### src/rxsm_params.svh
// Purpose: Offsets, field positions and reset values of the synthesizer and modem
//          configuration registers.
// Assumes: Six-bit register addresses from the serial register port.
// Notes:   Definitions only.
`ifndef RXSM_PARAMS_SVH
`define RXSM_PARAMS_SVH

// Register offsets
`define RXSM_OFF_SYNTH_CTRL 8'h0c
`define RXSM_OFF_CARRIER_HI 8'h0d
`define RXSM_OFF_CARRIER_MID 8'h0e
`define RXSM_OFF_CARRIER_LO 8'h0f
`define RXSM_OFF_BW_RATE_EXP 8'h10
`define RXSM_OFF_RATE_MANT 8'h11
`define RXSM_OFF_DEMOD_FMT 8'h12
`define RXSM_NUM_REGS 7

// Slot numbers inside the bank
`define RXSM_SLOT_SYNTH_CTRL 3'h0
`define RXSM_SLOT_CARRIER_HI 3'h1
`define RXSM_SLOT_CARRIER_MID 3'h2
`define RXSM_SLOT_CARRIER_LO 3'h3
`define RXSM_SLOT_BW_RATE_EXP 3'h4
`define RXSM_SLOT_RATE_MANT 3'h5
`define RXSM_SLOT_DEMOD_FMT 3'h6
`define RXSM_SLOT_NONE 3'h7

// Reset values
`define RXSM_RST_CARRIER_HI 8'h1e
`define RXSM_RST_CARRIER_MID 8'hc4
`define RXSM_RST_CARRIER_LO 8'hec
`define RXSM_RST_BW_RATE_EXP 8'h8c
`define RXSM_RST_RATE_MANT 8'h22
`define RXSM_RST_DEMOD_FMT 8'h02

// Writable bit masks
`define RXSM_MASK_CARRIER_HI 8'h3f
`define RXSM_MASK_FULL 8'hff

// Field positions
`define RXSM_BWE_RANGE 7:6
`define RXSM_BWM_RANGE 5:4
`define RXSM_SRE_RANGE 3:0
`define RXSM_DCBYP_BIT 7
`define RXSM_MODSEL_RANGE 6:4

// Formula constants
`define RXSM_BW_OFFSET 9'h004
`define RXSM_BW_SHIFT 4'h3
`define RXSM_SR_HIDDEN 1'h1

`endif

### src/rxsm_pkg.sv
// Purpose: Types shared by the configuration bank and its field decoder.
// Assumes: Constants come from rxsm_params.svh.
// Notes:   Types only.
package rxsm_pkg;

  typedef enum logic [2:0] {
    RXSM_MOD_FSK2 = 3'h0,
    RXSM_MOD_GFSK = 3'h1,
    RXSM_MOD_RSV2 = 3'h2,
    RXSM_MOD_OOK = 3'h3,
    RXSM_MOD_FSK4 = 3'h4,
    RXSM_MOD_RSV5 = 3'h5,
    RXSM_MOD_RSV6 = 3'h6,
    RXSM_MOD_RSV7 = 3'h7
  } rxsm_mod_t;

  typedef struct packed {
    logic [7:0] synthControl;
    logic [7:0] carrierHigh;
    logic [7:0] carrierMiddle;
    logic [7:0] carrierLow;
    logic [7:0] bwRateExp;
    logic [7:0] rateMantissa;
    logic [7:0] demodFormat;
  } rxsm_raw_t;

  typedef struct packed {
    logic [23:0] carrierWord;
    logic [1:0] bandwidthExponent;
    logic [1:0] bandwidthMantissa;
    logic [8:0] decimationRatio;
    logic [3:0] symbolRateExponent;
    logic [8:0] symbolRateMantissa;
    logic [23:0] symbolRateScale;
    logic dcBlockBypass;
    rxsm_mod_t modulationSelect;
    logic modulationValid;
    logic [7:0] synthControl;
  } rxsm_cfg_t;

endpackage : rxsm_pkg

### src/rxsm_field_decode.sv
// Purpose: Turns raw register bytes into registered synthesizer and modem settings.
// Assumes: Raw bytes are already masked by the register bank.
// Notes:   One cycle from a register write to the settings.
`timescale 1ns/1ps
`default_nettype none
`include "rxsm_params.svh"

module rxsm_field_decode
  import rxsm_pkg::*;
#(
  parameter logic [7:0] SYNTH_CTRL_RESET = 8'h00
)
(
  input wire logic clk,
  input wire logic reset,
  input wire rxsm_raw_t raw,
  output rxsm_cfg_t cfg
);

  function automatic rxsm_cfg_t decodeFields(input rxsm_raw_t r);
    rxsm_cfg_t c;
    c = '0;
    c.carrierWord = {r.carrierHigh, r.carrierMiddle, r.carrierLow};
    c.bandwidthExponent = r.bwRateExp[`RXSM_BWE_RANGE];
    c.bandwidthMantissa = r.bwRateExp[`RXSM_BWM_RANGE];
    // Ratio 8*(4+M)*2^E, at most 448, so nine bits suffice
    c.decimationRatio = (9'(r.bwRateExp[`RXSM_BWM_RANGE]) + `RXSM_BW_OFFSET)
      << (`RXSM_BW_SHIFT + 4'(r.bwRateExp[`RXSM_BWE_RANGE]));
    c.symbolRateExponent = r.bwRateExp[`RXSM_SRE_RANGE];
    c.symbolRateMantissa = {`RXSM_SR_HIDDEN, r.rateMantissa};
    c.symbolRateScale = 24'({`RXSM_SR_HIDDEN, r.rateMantissa})
      << r.bwRateExp[`RXSM_SRE_RANGE];
    c.dcBlockBypass = r.demodFormat[`RXSM_DCBYP_BIT];
    c.modulationSelect = rxsm_mod_t'(r.demodFormat[`RXSM_MODSEL_RANGE]);
    case (c.modulationSelect)
      RXSM_MOD_FSK2, RXSM_MOD_GFSK, RXSM_MOD_OOK, RXSM_MOD_FSK4: c.modulationValid = 1'b1;
      default: c.modulationValid = 1'b0;
    endcase
    c.synthControl = r.synthControl;
    return c;
  endfunction : decodeFields

  localparam rxsm_raw_t RAW_DEFAULT = '{
    synthControl: SYNTH_CTRL_RESET,
    carrierHigh: `RXSM_RST_CARRIER_HI,
    carrierMiddle: `RXSM_RST_CARRIER_MID,
    carrierLow: `RXSM_RST_CARRIER_LO,
    bwRateExp: `RXSM_RST_BW_RATE_EXP,
    rateMantissa: `RXSM_RST_RATE_MANT,
    demodFormat: `RXSM_RST_DEMOD_FMT
  };
  localparam rxsm_cfg_t CFG_DEFAULT = decodeFields(RAW_DEFAULT);

  ////////////////////////////////////////////////////////////////////////////////
  // Registered settings, defaults from reset onward
  always_ff @(posedge clk or posedge reset)
  begin
    if (reset)
    begin
      cfg <= CFG_DEFAULT;
    end
    else
    begin
      cfg <= decodeFields(raw);
    end
  end

endmodule : rxsm_field_decode
`default_nettype wire

### src/rxsm_config_regs.sv
// Purpose: Synthesizer and modem configuration register bank of the receiver.
// Assumes: Requests arrive already deserialised from the serial register port,
//          synchronous to clk.
// Notes:   Settings reach the datapath one cycle after the bank updates.
//          Reserved modulation codes are kept and flagged, not refused.
`timescale 1ns/1ps
`default_nettype none
`include "rxsm_params.svh"

module rxsm_config_regs
  import rxsm_pkg::*;
#(
  parameter int ADDR_W = 6,
  parameter logic [7:0] SYNTH_CTRL_RESET = 8'h00
)
(
  input wire logic clk,
  input wire logic reset,
  input wire logic cfgReq,
  input wire logic cfgWrite,
  input wire logic [ADDR_W-1:0] cfgAddr,
  input wire logic [7:0] cfgWrData,
  output logic [7:0] cfgRdData,
  output logic cfgAck,
  output rxsm_cfg_t cfgOut
);

  ////////////////////////////////////////////////////////////////////////////////
  // Elaboration checks
  generate
    // Five bits are the least that reach the highest offset
    if (ADDR_W < 5)
    begin : gNarrowAddr
      $error("rxsm_config_regs: ADDR_W below 5 cannot reach every register");
    end
    // The offset decode compares eight bits
    if (ADDR_W > 8)
    begin : gWideAddr
      $error("rxsm_config_regs: ADDR_W above 8 is not decoded");
    end
    // Slot codes are three bits and the top code means unmapped
    if (`RXSM_NUM_REGS > int'(`RXSM_SLOT_NONE))
    begin : gBadBank
      $error("rxsm_config_regs: bank exceeds the slot code space");
    end
    // The raw view to the decoder must cover the bank byte for byte
    if ($bits(rxsm_raw_t) != 8 * `RXSM_NUM_REGS)
    begin : gBadRawView
      $error("rxsm_config_regs: raw view and bank size differ");
    end
    // A default with the top carrier bits set could never be read back
    if ((`RXSM_RST_CARRIER_HI & ~`RXSM_MASK_CARRIER_HI) != 8'h00)
    begin : gBadCarrierReset
      $error("rxsm_config_regs: carrier high default sets read-only bits");
    end
  endgenerate

  ////////////////////////////////////////////////////////////////////////////////
  // Address decode, shared by the write and read paths
  function automatic logic [2:0] regSlot(input logic [7:0] a);
    case (a)
      `RXSM_OFF_SYNTH_CTRL: regSlot = `RXSM_SLOT_SYNTH_CTRL;
      `RXSM_OFF_CARRIER_HI: regSlot = `RXSM_SLOT_CARRIER_HI;
      `RXSM_OFF_CARRIER_MID: regSlot = `RXSM_SLOT_CARRIER_MID;
      `RXSM_OFF_CARRIER_LO: regSlot = `RXSM_SLOT_CARRIER_LO;
      `RXSM_OFF_BW_RATE_EXP: regSlot = `RXSM_SLOT_BW_RATE_EXP;
      `RXSM_OFF_RATE_MANT: regSlot = `RXSM_SLOT_RATE_MANT;
      `RXSM_OFF_DEMOD_FMT: regSlot = `RXSM_SLOT_DEMOD_FMT;
      default: regSlot = `RXSM_SLOT_NONE;
    endcase
  endfunction : regSlot

  ////////////////////////////////////////////////////////////////////////////////
  // Per-slot constants, shared by storage, read path and reset
  // Carrier high byte keeps bits 7:6 clear so they can never read back as one
  function automatic logic [7:0] slotMask(input logic [2:0] s);
    case (s)
      `RXSM_SLOT_CARRIER_HI: slotMask = `RXSM_MASK_CARRIER_HI;
      `RXSM_SLOT_NONE: slotMask = '0;
      default: slotMask = `RXSM_MASK_FULL;
    endcase
  endfunction : slotMask

  // Defaults per slot; the synthesizer control byte is left to the integrator
  function automatic logic [7:0] slotReset(input logic [2:0] s);
    case (s)
      `RXSM_SLOT_SYNTH_CTRL: slotReset = SYNTH_CTRL_RESET;
      `RXSM_SLOT_CARRIER_HI: slotReset = `RXSM_RST_CARRIER_HI;
      `RXSM_SLOT_CARRIER_MID: slotReset = `RXSM_RST_CARRIER_MID;
      `RXSM_SLOT_CARRIER_LO: slotReset = `RXSM_RST_CARRIER_LO;
      `RXSM_SLOT_BW_RATE_EXP: slotReset = `RXSM_RST_BW_RATE_EXP;
      `RXSM_SLOT_RATE_MANT: slotReset = `RXSM_RST_RATE_MANT;
      `RXSM_SLOT_DEMOD_FMT: slotReset = `RXSM_RST_DEMOD_FMT;
      default: slotReset = '0;
    endcase
  endfunction : slotReset

  ////////////////////////////////////////////////////////////////////////////////
  // Internal signals
  logic [7:0] addrWide;
  logic [2:0] slot;
  logic wrHit;
  logic rdHit;
  logic [`RXSM_NUM_REGS-1:0] wrEn;
  logic [7:0] regFile_r [`RXSM_NUM_REGS];
  logic [7:0] rdData_nxt;
  rxsm_raw_t rawRegs;

  assign addrWide = 8'(cfgAddr);
  assign slot = regSlot(addrWide);
  // Writes to unmapped offsets are dropped silently, yet still acknowledged
  assign wrHit = cfgReq && cfgWrite && (slot != `RXSM_SLOT_NONE);
  // Every read refreshes the read register, unmapped ones with zero
  assign rdHit = cfgReq && !cfgWrite;

  ////////////////////////////////////////////////////////////////////////////////
  // Register storage, one write strobe per slot
  genvar g;
  generate
    for (g = 0; g < `RXSM_NUM_REGS; g++)
    begin : gReg
      localparam logic [7:0] RST_VAL = slotReset(3'(g));
      localparam logic [7:0] WR_MASK = slotMask(3'(g));
      assign wrEn[g] = wrHit && (slot == 3'(g));
      // One process per byte keeps each flop's driver unique
      always_ff @(posedge clk or posedge reset)
      begin
        if (reset)
        begin
          regFile_r[g] <= RST_VAL;
        end
        else if (wrEn[g])
        begin
          regFile_r[g] <= cfgWrData & WR_MASK;
        end
      end
    end
  endgenerate

  ////////////////////////////////////////////////////////////////////////////////
  // Read path; unmapped offsets read zero
  // Case rather than an index, so the unmapped code never addresses the array
  always_comb
  begin
    rdData_nxt = '0;
    case (slot)
      `RXSM_SLOT_SYNTH_CTRL: rdData_nxt = regFile_r[`RXSM_SLOT_SYNTH_CTRL];
      `RXSM_SLOT_CARRIER_HI: rdData_nxt = regFile_r[`RXSM_SLOT_CARRIER_HI];
      `RXSM_SLOT_CARRIER_MID: rdData_nxt = regFile_r[`RXSM_SLOT_CARRIER_MID];
      `RXSM_SLOT_CARRIER_LO: rdData_nxt = regFile_r[`RXSM_SLOT_CARRIER_LO];
      `RXSM_SLOT_BW_RATE_EXP: rdData_nxt = regFile_r[`RXSM_SLOT_BW_RATE_EXP];
      `RXSM_SLOT_RATE_MANT: rdData_nxt = regFile_r[`RXSM_SLOT_RATE_MANT];
      `RXSM_SLOT_DEMOD_FMT: rdData_nxt = regFile_r[`RXSM_SLOT_DEMOD_FMT];
      default: rdData_nxt = '0;
    endcase
    // Masked again, so a stray top bit can never leak to the host
    rdData_nxt = rdData_nxt & slotMask(slot);
  end

  ////////////////////////////////////////////////////////////////////////////////
  // Read data register; holds until the next read
  always_ff @(posedge clk or posedge reset)
  begin
    if (reset)
    begin
      cfgRdData <= '0;
    end
    else if (rdHit)
    begin
      cfgRdData <= rdData_nxt;
    end
  end

  ////////////////////////////////////////////////////////////////////////////////
  // Acknowledge, one cycle after every request
  always_ff @(posedge clk or posedge reset)
  begin
    if (reset)
    begin
      cfgAck <= 1'b0;
    end
    else
    begin
      cfgAck <= cfgReq;
    end
  end

  ////////////////////////////////////////////////////////////////////////////////
  // Field decoding toward synthesizer, decimator and demodulator
  assign rawRegs = '{
    synthControl: regFile_r[`RXSM_SLOT_SYNTH_CTRL],
    carrierHigh: regFile_r[`RXSM_SLOT_CARRIER_HI],
    carrierMiddle: regFile_r[`RXSM_SLOT_CARRIER_MID],
    carrierLow: regFile_r[`RXSM_SLOT_CARRIER_LO],
    bwRateExp: regFile_r[`RXSM_SLOT_BW_RATE_EXP],
    rateMantissa: regFile_r[`RXSM_SLOT_RATE_MANT],
    demodFormat: regFile_r[`RXSM_SLOT_DEMOD_FMT]
  };

  ////////////////////////////////////////////////////////////////////////////////
  // Settings decoder; its register drives cfgOut directly
  // Reserved modulation codes are stored as written; the flag warns the demodulator
  rxsm_field_decode #(
    .SYNTH_CTRL_RESET(SYNTH_CTRL_RESET)
  ) uDecode (
    .clk(clk),
    .reset(reset),
    .raw(rawRegs),
    .cfg(cfgOut)
  );

endmodule : rxsm_config_regs
`default_nettype wire

### config.mk
export PLATFORM = sky130hd
export DESIGN_NAME = rxsm_config_regs
export DESIGN_NICKNAME = d
export VERILOG_FILES = /design/src/rxsm_pkg.sv /design/src/rxsm_field_decode.sv /design/src/rxsm_config_regs.sv
export VERILOG_INCLUDE_DIRS = /design/src
export SDC_FILE = /design/constraint.sdc
export NUM_CORES = 1
export LEC_CHECK = 0
export CORE_ASPECT_RATIO = 1.5
export CORE_MARGIN = 3
export CORE_UTILIZATION = 55
export CTS_BUF_LIST = sky130_fd_sc_hd__clkbuf_16
export DETAILED_ROUTE_END_ITERATION = 6
export DONT_BUFFER_PORTS = 1
export PLACE_DENSITY = 0.76
export SLEW_MARGIN = 25
export SYNTH_ARGS = -nofsm -noshare
export SYNTH_HDL_FRONTEND = slang
export SYNTH_SLANG_ARGS = --single-unit
### constraint.sdc
create_clock -name clk -period 5.37 [get_ports clk]
set_input_delay 1.074 -clock clk [delete_from_list [all_inputs] [get_ports clk]]
set_output_delay 1.074 -clock clk [all_outputs]
set_load 0.03 [all_outputs]
* Yosys cells after proc, flatten, opt, wreduce, memory -nomap -nowiden *
Index checks and enable logic that the tools add are counted.
Widths: inputs -> output; s select.

cells by class
  $add $sub $neg = 2
  $mul = 0
  div/mod/pow operators = 0
  order comparisons = 0
  equality and inequality tests = 18
  shifts and indexed selects = 2
  muxes and demuxes = 4
  bitwise gates (word level) = 1
  reduce and logical (&&, ||, !) cells = 14

operators with widths
  kind                 count
  $pmux 8 s7           1
  $eq 6x4->1 const B   4
  $shl 9x4->24         1
  $pmux 3 s7           1
  $eq 6x5->1 const B   3
  $pmux 8 s2           1
  $eq 3x3->1 const B   5
  $logic_and 1x1->1    10
  $eq 3x2->1 const B   3
  $shl 9x4->9          1
  $and 8x8->8          1
  $eq 3x1->1 const B   2
  $logic_not 3->1      2
  $add 2x3->4 const B  1
  $reduce_or 4->1      1
  $add 2x2->3 const A  1
  $ne 3x3->1 const B   1
  $logic_not 1->1      1
  $mux 1               1

storage, ports and cells
  register bits after elaboration = 147
  latch bits = 0
  bits in writable memories = 0
  ROM bits = 0
  memories = 0

* Logic depth before layout (Yosys ltp) *
Gate-level depths: netlist of run 1.

  word-level depth = 5
  depth in mapped cells = 6
  gate-level depth less buffers = 6

* By module *
A second synthesis of run 1 with hierarchy kept.

second synthesis, totals
  cell total of the unflattened synthesis = 407
  area, all modules = 5900.7 µm²

modules (own cells, without submodules)
  module             instances  cells an instance  area an instance (µm²)  seq. area each (µm²)
  rxsm_field_decode  1          198                2999.1                  2179.6
  rxsm_config_regs   1          209                2901.5                  1599.0

* Worst setup path after synthesis of run 1 *
No wires, ideal clock.

  path type = input-to-reg
  start point = input cfgAddr[3]
  end point = register regFile_r (netlist bit rawRegs[10])
  arrival = 2.291 ns
  required time = 5.245 ns
  slack = 2.954 ns
  stages on the path = 5
  path buffers = 1
  path through = nor4b_4 nand3_1 nor2b_1 buf_4 mux2_2

on the way
  longest elaborated chain between the ends = 5
  elaborated cells on any way between the ends = 12
  classes of those cells = 9 x eq/ne; 1 x mux; 2 x reduce/logical

ends and longest elaborated chain
  what                                             RTL line                 source
  start: declaration                               rxsm_config_regs.sv:21   input wire logic [ADDR_W-1:0] cfgAddr,
  $eq 6x5->1 / $eq 6x4->1 (equally long branches)  rxsm_config_regs.sv:61   case (a)
  $pmux 3 s7 *                                     rxsm_config_regs.sv:61
  $ne 3x3->1 (no source line)                      --
  $logic_and 1x1->1                                rxsm_config_regs.sv:112  assign wrHit = cfgReq && cfgWrite && (slot != `RXSM_SLOT_NONE);
  $logic_and 1x1->1 *                              rxsm_config_regs.sv:124  assign wrEn[g] = wrHit && (slot == 3'(g));
  end signal: indexed assignment                   rxsm_config_regs.sv:134  regFile_r[g] <= cfgWrData & WR_MASK;
  end: declaration                                 rxsm_config_regs.sv:105  logic [7:0] regFile_r [`RXSM_NUM_REGS];

Mark *: on every way between the ends. The rest lies on a longest branch, timed or not.
A chain may end at the register's enable or synchronous reset.

* Final worst setup path of run 1 *
  start point = input cfgAddr[3]
  end point = register regFile_r (netlist bit rawRegs[8])

The elaborated chain is that of the path after synthesis.

==> results of run 1 <==
[report_power, final]
group	internal [mW]	switching [mW]	leakage (nW)
Combinational	0.0745	0.0878	0.734
Clock	0.678	0.440	0.275
Sequential	1.22	0.193	1.85
Total	1.97	0.721	2.86
[kinds of logic (layout without fill, tap and decap cells)]
kind of cell / after synthesis / after routing
DFF: 147 / 147
and+or+nand+nor: 102 / 102
muxes: 77 / 77
AOI/OAI and AO/OA: 61 / 61
buffers and inverters: 35 / 45
adders and majority gates: 2 / 2
other: 2 / 3
xor gates and xnor gates: 1 / 1
[metrics by stage]
stage                     util [%]  setup slack (ps)  hold slack, ps
after detailed placement      57.7              2140             364
final                         63.2              2560             374
after global placement        57.7              2250             363
after CTS                     63.2              2570             374
after global routing          63.2              2360             379
after floorplan                  -               411             349
[flip-flops by register name (all words and copies together) (netlist names)]
register     count
rawRegs         54
cfgAck           1
cfgRdData        8
uDecode.cfg     84
[cell usage in the layout, fill, tap and decap left out, drive strengths merged, types with 3 or more instances in the layout]
master and count:
mux4 5, mux2 59, nor3 14, nor2b 5, a311oi 5, nand2 25
nand3b 6, and2 3, o22ai 4, conb 3, nand2b 4, a21o 4
o2bb2ai 5, clkbuf 17, clkinv 9, dfstp 40, o21ai 11, nand3 11
a211oi 6, dfrtp 107, and3 3, a22o 8, clkinvlp 3, mux2i 13
a21oi 6, nor2 24, inv 13
[routing by layer]
layer	share of wire, %	wire length, um	vias up	track usage [%]
met5	0	0	-	0
met1	37	4530	1772	24.6
met4	1.4	175	0	7.33
met2	57	6960	108	39.3
li1	-	-	1518	-
met3	5.1	626	17	6.45
[worst max-delay path by stage]
stage	startpoint	end	slack (ps)	depth (start not counted)
2_1_floorplan	reset	cfgAck$_DFF_PP0_	410	1
3_3_place_gp	cfgAddr[3]	rawRegs[8]$_DFFE_PP0P_	2250	4
3_5_place_dp	cfgAddr[3]	rawRegs[10]$_DFFE_PP0P_	2140	4
4_1_cts	cfgAddr[3]	rawRegs[10]$_DFFE_PP0P_	2570	4
5_1_grt	cfgAddr[3]	rawRegs[10]$_DFFE_PP0P_	2360	4
6_report	cfgAddr[3]	rawRegs[8]$_DFFE_PP0P_	2560	4
[synth_stat cells (4+ instances only)]
master	number
a21o_1	4
nand2_1	25
inv_1	11
dfstp_2	40
buf_4	6
nand2b_1	4
mux2i_1	13
a22o_1	8
a211oi_1	6
nor2b_1	5
dfrtp_1	107
o21ai_0	11
nand3b_1	6
a21oi_1	6
o22ai_1	4
a311oi_1	5
nor2_1	23
nand3_1	10
mux2_2	59
mux4_2	5
clkbuf_1	10
o2bb2ai_1	5
nor3_1	11
buf_2	6
[area by class of cell]
cell class | instances | area (sq um)
Timing Repair Buffer | 1 | 7.51
Clock inverter | 15 | 144
Fill cell | 806 | 3770
Inverter | 12 | 50.0
Multi-Input combinational cell | 246 | 1950
Tap cell | 141 | 176
Clock buffer | 17 | 425
Sequential cell | 147 | 3730
==> out/metrics.cfg, run 1 <==
[sta]
finClkSkew_ps=9.56
final_hold_viol_count=0
fin_crit_ps=2810
rsz0062_at_grt=no
worstMarginPinSlew_ps=877
tns_ps=0
relSlewSlack_pct=41.3
finalCritPeriodShare_pct=52.4
setup_viol=0
fmax_ghz=0.356
slew_viol_final=0

[worst_setup_path]
crit_buf_inv=0
timing.rr.end=uDecode.cfg[25]$_DFF_PP0_
cp.required_ps=5660
reg2reg_slack_ps=3280
path_cells=nor4b_4 > nand3_1 > nor2b_1 > mux2_2
r2r_start=rawRegs[16]$_DFFE_PP0P_
startpoint_type=input pin
cp_max_fo=17
cp-end-kind=register
crit_type=input pin to register
reg2reg_depth=3
cp_data_arrival_time_ps=3110
worst_path_max_delay_cell=nor4b_4
critPathTopFamily=simple AND/OR/NAND/NOR gates
slowest_delay_ps=770

[clock_network]
cts_hold_buf=0
ctsResizeCount=0
cts_tree=built
cts_buffers=17
cts.sink_count=147
clk_pin_slew_ps=60
cts_setup_buffers=0
clock_path_buffers=2
clock_latency_ps=410
cts-root-buf=clkbuf_16
htree_levels=4

[floorplan]
pin_count=114
rows=45
core_sq_um=10200
die_w_um=90.1
initial_core_util_pct=56.9
fp.dieH_um=132
die_area_sq_um=11900

[worst_hold_path]
whs_endpoint=uDecode.cfg[70]$_DFF_PP1_
min_path_cells=0
min_path_type=register to register
min_from=rawRegs[31]$_DFFE_PP1P_

[synthesis]
syn_area_sq_um=5830
ys_seq_elements=147
synth_top_family_by_area=multiplexers
synth-compound-area-share_pct=7.55
ys_types=49
ys.flop_type=dfrtp_1
synth_edf_count=0
synthSimpleGateAreaFrac_pct=9.52
synthCells=427
synthMuxAreaShare_pct=15.5
synth_fa_ha_area_share_pct=0.429
yosys_warnings=0
ys_seq_area_share_pct=63.9
yosys.area.top_type=dfrtp_1
synth_area_leaders=dfrtp_1, dfstp_2, mux2_2
synthArstFlopShare_pct=100
synth_xor_area_share_pct=0.150
syn_area_per_cell_sq_um=13.7
yosysTopAreaCellShare_pct=45.9

[placed_design]
placed_area_sq_um=5910
portBuffers=0
gp_congestion=0.850
placedCellCount=547
place_hpwl_mm=8.50

[run]
maxCapViolCount=0

[status]
status=completed

[grt]
antenna_found_initial=0
grt_use_total_pct=21.8
grt_pass1_vias=3490
grt_pass1_wl_mm=19.9
grt_start_max_net_pins=99
overflow=0

[layout]
n_antenna_cell=0
drive_above_1_share_pct=33.1
final_cells=579
stdcell_area_sq_um=6480
area_growth_pct=11.1
nets=445

[route]
drtIter0Drc=263
wire_per_inst_um=21.2
postRouteAntennaNets=0
dr.pass1.iters=4
vias=3415
wl_mm=12.3
route.detailed.drc=0
via_per_inst=5.90

[pwr]
vdd_drop_max_mv=0.243
powerDensity_nw_per_um2=415
power_mw=2.69
leakage_nw=2.86

No activity file was read; power rests on OpenSTA's default activity.
==> run 2, diff against run 1 <==
==> constraint.sdc (replaced) <==
create_clock -name clk -period 2.6 [get_ports clk]
set_input_delay 0.52 -clock clk [delete_from_list [all_inputs] [get_ports clk]]
set_output_delay 0.52 -clock clk [all_outputs]
set_load 0.03 [all_outputs]
==> out/metrics.cfg, run 2 (same netlist as run 1, synthesis figures left out) <==
[status]
status=completed

[route]
wl_mm=12.4  ; +0.51%
postRouteAntennaNets=0  ; unchanged
drtIter0Drc=193  ; -27%
wire_per_inst_um=21.0  ; -1.2%
via_per_inst=5.79  ; -1.9%
vias=3408  ; -0.20%
dr.pass1.iters=4  ; unchanged
route.detailed.drc=0  ; unchanged

[clock_network]
ctsResizeCount=0  ; unchanged
cts_tree=built
htree_levels=4  ; unchanged
clock_path_buffers=2  ; unchanged
clk_pin_slew_ps=60  ; about the same
cts_hold_buf=1  ; +1
clock_latency_ps=410  ; about the same
cts_setup_buffers=0  ; unchanged
cts-root-buf=clkbuf_16
cts_buffers=17  ; unchanged
cts.sink_count=147  ; unchanged

[floorplan]
die_w_um=90.1  ; unchanged
initial_core_util_pct=56.9  ; unchanged
die_area_sq_um=11900  ; unchanged
fp.dieH_um=132  ; unchanged
rows=45  ; unchanged
pin_count=114  ; unchanged
core_sq_um=10200  ; unchanged

[placed_design]
portBuffers=0  ; unchanged
place_hpwl_mm=8.69  ; +2.3%
gp_congestion=0.891  ; +4.9%

[layout]
final_util_pct=64.8  ; +1.5 points
n_antenna_cell=0  ; unchanged
area.sequential_sq_um=3730  ; unchanged
largest-register=uDecode.cfg
largest_reg_flops=84  ; unchanged
n_fill_cell=771  ; -4.3%
final_common_cell=dfrtp_1
drive_above_1_share_pct=33.5  ; +0.38 points
final_cell_mix=dfrtp_1, mux2_2, dfstp_2, nand2_1, nor2_1
multi_input_area_sq_um=1950  ; unchanged
area_growth_pct=13.7
nets=455  ; +2.2%

[sta]
setup_viol=0  ; unchanged
slew_viol_final=0  ; unchanged
fmax_ghz=0.529
worstMarginPinSlew_ps=713  ; -163 ps
relSlewSlack_pct=52.2  ; +11 points
finalCritPeriodShare_pct=72.7
fin_crit_ps=1890
fin_hold_ws_ps=135  ; -239 ps
final_hold_viol_count=0  ; unchanged
finClkSkew_ps=5.35  ; -4.21 ps
tns_ps=0  ; unchanged
rsz0062_at_grt=no

[worst_setup_path]
startpoint_type=register
r2r_start=rawRegs[17]$_DFFE_PP0P_
crit_type=register to register
cp_data_arrival_time_ps=2190  ; -920 ps
reg2reg_depth=4  ; +1
cp-end-kind=register
cp.required_ps=2900  ; -2760 ps
reg2reg_slack_ps=710  ; -2570 ps
timing.rr.end=uDecode.cfg[21]$_DFF_PP0_
cp_max_fo=21  ; +4

[grt]
grt_pass1_wl_mm=20.2  ; +1.4%
overflow=0  ; unchanged
antenna_found_initial=0  ; unchanged
grt_use_total_pct=22.2  ; +0.37 points
grt_start_max_net_pins=55  ; -44%
grt_pass1_vias=3560  ; +2.0%

[worst_hold_path]
whs_endpoint=cfgAck$_DFF_PP0_
min_from=cfgReq
min_path_type=input pin to register
min_path_cells=0  ; unchanged

[run]
maxCapViolCount=0  ; unchanged

[pwr]
vdd_drop_max_mv=0.488  ; +100%
powerDensity_nw_per_um2=874  ; +110%
power_mw=5.80  ; +120%
leakage_nw=2.96  ; +3.4%

==> run 2: cell count changes in the layout (fill, tap and decap cells not counted), sizes merged <==
cell         before  now
clkinvlp          3    1
clkinv            9    7
buf               1   10
bufinv            2    5
dlygate4sd3       0    1
inv              13   14
==> run 2: layout make-up <==
class / instances / share of cell area [%]
clock inverters: 15 / 3.00
clock buffers: 17 / 6.41
flip-flops and latches: 147 / 56.2
inverters: 12 / 0.735
multi-input cells: 246 / 29.4
repair buffers: 11 / 1.66
well taps: 141 / 2.66
==> run 2: metal layers <==
layer	vias to the layer above	wire length (um)	track usage, %
li1	1531	-	-
met1	1745	4610	24.8
met2	111	6800	39.0
met3	21	677	6.45
met4	0	267	10.1
met5	-	0	0
==> run 2: power by group <==
| group | internal (mW) | switching [mW] | leakage, nW |
|---|---|---|---|
| clock network | 1.68 | 0.868 | 0.318 |
| registers | 2.51 | 0.394 | 1.85 |
| logic | 0.164 | 0.187 | 0.789 |
==> run 2: worst max path at each step <==
stage                       startpoint                   endpoint  slack (ps)
2_1_floorplan                    reset           cfgAck$_DFF_PP0_         270
3_3_place_gp                cfgAddr[5]    rawRegs[40]$_DFFE_PP0P_         710
3_5_place_dp                cfgAddr[5]    rawRegs[40]$_DFFE_PP0P_         680
4_1_cts        rawRegs[17]$_DFFE_PP0P_  uDecode.cfg[21]$_DFF_PP0_         720
5_1_grt        rawRegs[17]$_DFFE_PP0P_  uDecode.cfg[21]$_DFF_PP0_         620
6_report       rawRegs[17]$_DFFE_PP0P_  uDecode.cfg[21]$_DFF_PP0_         710
==> run 2: stage by stage <==
step                      setup WS [ps]  std cells  instance area [sq um]
after floorplan                     266        428                   5840
after global placement              714        556                   6000
after detailed placement            685        556                   6000
after CTS                           720        589                   6640
after global routing                623        589                   6640
final                               711        589                   6640
==> run 2: worst max-delay path: stages (launching register included) <==
cell and delay, ps:
dfrtp_1 770, mux2_2 440, mux2i_1 210, o21ai_0 140
a22o_1 210
==> run 3, diff against run 2 <==
--- a/config.mk
+++ b/config.mk
@@ -12,7 +12,7 @@
 export CTS_BUF_LIST = sky130_fd_sc_hd__clkbuf_16
 export DETAILED_ROUTE_END_ITERATION = 6
 export DONT_BUFFER_PORTS = 1
-export PLACE_DENSITY = 0.76
+export PLACE_DENSITY = 0.79
 export SLEW_MARGIN = 25
 export SYNTH_ARGS = -nofsm -noshare
 export SYNTH_HDL_FRONTEND = slang
==> constraint.sdc (replaced) <==
create_clock -name clk -period 1.6 [get_ports clk]
set_input_delay 0.32 -clock clk [delete_from_list [all_inputs] [get_ports clk]]
set_output_delay 0.32 -clock clk [all_outputs]
set_load 0.03 [all_outputs]
==> out/metrics.cfg, run 3 (same netlist as run 1, synthesis figures left out) <==
[worst_setup_path]
r2r_start=rawRegs[16]$_DFFE_PP0P_
cp.required_ps=1900  ; -1000 ps
reg2reg_depth=3  ; -1
cp-end-kind=register
reg2reg_slack_ps=40  ; -670 ps
cp_data_arrival_time_ps=1860  ; -330 ps
cp_max_fo=3  ; -86%
timing.rr.end=uDecode.cfg[25]$_DFF_PP0_
startpoint_type=register
crit_type=register to register

[sta]
setup_viol=0  ; unchanged
finalCritPeriodShare_pct=97.6  ; +25 points
slew_viol_final=0  ; unchanged
finClkSkew_ps=5.53  ; +0.180 ps
timing.final.ws_setup_ps=37.7  ; -673 ps
worstMarginPinSlew_ps=511  ; -202 ps
fmax_ghz=0.640  ; +21%
tns_ps=0  ; unchanged
final_hold_viol_count=0  ; unchanged
rsz0062_at_grt=yes
fin_crit_ps=1560  ; -327 ps
relSlewSlack_pct=65.9  ; +14 points
fin_hold_ws_ps=37.9  ; -96.9 ps

[worst_hold_path]
whs_endpoint=rawRegs[33]$_DFFE_PP0P_
min_path_type=input pin to register
min_path_cells=2  ; +2
min_from=cfgWrData[1]

[floorplan]
die_w_um=90.1  ; unchanged
die_area_sq_um=11900  ; unchanged
fp.dieH_um=132  ; unchanged
rows=45  ; unchanged
initial_core_util_pct=56.9  ; unchanged
pin_count=114  ; unchanged
core_sq_um=10200  ; unchanged

[route]
wl_mm=12.7  ; +2.6%
wire_per_inst_um=20.5  ; -2.3%
vias=3560  ; +4.5%
via_per_inst=5.75  ; -0.60%
drtIter0Drc=240  ; +24%
route.detailed.drc=0  ; unchanged
postRouteAntennaNets=0  ; unchanged
dr.pass1.iters=4  ; unchanged

[pwr]
leakage_nw=3.12  ; +5.4%
vdd_drop_max_mv=0.923  ; +89%
seqPwrFrac_pct=50.0  ; about the same
power_switching_mw=2.45  ; +69%
p_int_mw=6.87  ; +58%
powerDensity_nw_per_um2=1350  ; +54%
pwr-share-clk_pct=41.9  ; -2.0 points
combPwrFrac_pct=8.1  ; +2.1 points
switching_share_pct=26.3  ; +1.3 points
power_mw=9.32  ; +61%

[clock_network]
clk_pin_slew_ps=60  ; about the same
clock_path_buffers=2  ; unchanged
clock_latency_ps=420  ; about the same
cts_buffers=17  ; unchanged
cts_tree=built
cts-root-buf=clkbuf_16
cts.sink_count=147  ; unchanged
htree_levels=4  ; unchanged

[run]
maxCapViolCount=0  ; unchanged

[grt]
grt_pass1_vias=3782  ; +6.2%
grt_start_max_net_pins=68  ; +24%
grt_use_total_pct=22.3  ; +0.064 points
antenna_found_initial=0  ; unchanged
overflow=0  ; unchanged
grt_pass1_wl_mm=20.3  ; +0.93%

[placed_design]
placed_area_sq_um=6280  ; +4.7%
place_hpwl_mm=8.88  ; +2.1%
portBuffers=0  ; unchanged
gp_congestion=0.878  ; -1.4%
post-place-ws_ps=-82.8  ; -767 ps

[layout]
final_cell_mix=dfrtp_1, mux2_2, dfstp_2, buf_4, nand2_1
largest_reg_flops=84  ; unchanged
drive_above_1_share_pct=39.5  ; +6.1 points
largest-register=uDecode.cfg
final_common_cell=dfrtp_1
nets=485  ; +6.6%
n_antenna_cell=0  ; unchanged
stdcell_area_sq_um=6920  ; +4.3%
area_growth_pct=18.6

[status]
status=completed

[run 3: cell count changes in the layout (fill, tap and decap cells not counted), moves of 2 or more]
cell	before	now
buf_4	8	35
inv_1	14	11
mux2_4	0	9
mux2_2	59	50
buf_12	2	4
clkinvlp_4	1	3
nor2_1	23	21
clkinv_1	4	2
bufinv_16	5	3
nor2_2	0	2
clkinv_2	1	4
[run 3: repair_timing]
item / CTS / global route
buffers inserted: 0 / 1
resized for setup: 1 / 4
pin swaps: 0 / 1
setup endpoints to repair: 1 / 5
endpoints found under the hold margin: 63 / 0
cloned: 0 / 0
hold buffers: 2 / 0
[run 3: how the worst max path moves through the flow]
stage / startpoint / end / slack (ps)
final: rawRegs[16]$_DFFE_PP0P_ / uDecode.cfg[25]$_DFF_PP0_ / 40
after global routing: rawRegs[16]$_DFFE_PP0P_ / uDecode.cfg[22]$_DFF_PP0_ / -20
after CTS: rawRegs[17]$_DFFE_PP0P_ / uDecode.cfg[21]$_DFF_PP0_ / 2
after detailed placement: cfgAddr[5] / rawRegs[16]$_DFFE_PP0P_ / -80
after global placement: cfgAddr[5] / rawRegs[22]$_DFFE_PP0P_ / -20
after floorplan: reset / cfgAck$_DFF_PP0_ / -530
[run 3: layer usage]
layer  vias up  part of all wire [%]  global-route usage (%)
li1       1595                     -                       -
met1      1816                    37                    24.0
met2       123                    55                    40.1
met3        26                   4.9                    6.40
met4         0                   2.7                    10.2
met5         -                     0                       0
[run 3: cell type report]
| cell class | count | area (sq um) |
|---|---|---|
| clock buffers | 17 | 425 |
| clock inverters | 15 | 166 |
| fillers | 738 | 3330 |
| inverters | 12 | 50.0 |
| multi-input cells | 246 | 2010 |
| flip-flops and latches | 147 | 3730 |
| well taps | 141 | 176 |
| repair buffers | 41 | 363 |
[run 3: through the flow]
stage	instances	utilization, %
after floorplan	428	-
after global placement	584	61.3
after detailed placement	584	61.3
after CTS	618	67.3
after global routing	619	67.5
final	619	67.5
[run 3: power groups by stage]
| stage | combinational [mW] | clock (mW) | sequential (mW) |
|---|---|---|---|
| floorplan | 0.533 | 0 | 4.66 |
| global route | 0.827 | 4.15 | 4.69 |
| finish | 0.753 | 3.91 | 4.66 |
| CTS | 0.738 | 3.96 | 4.67 |
| global placement | 0.700 | 0 | 4.72 |
| detailed placement | 0.726 | 0 | 4.72 |
[run 3: worst max-delay path: stages, from the launching register on]
cell	delay, ps
dfrtp_1	390
mux4_2	550
mux2_4	280
a22o_1	220
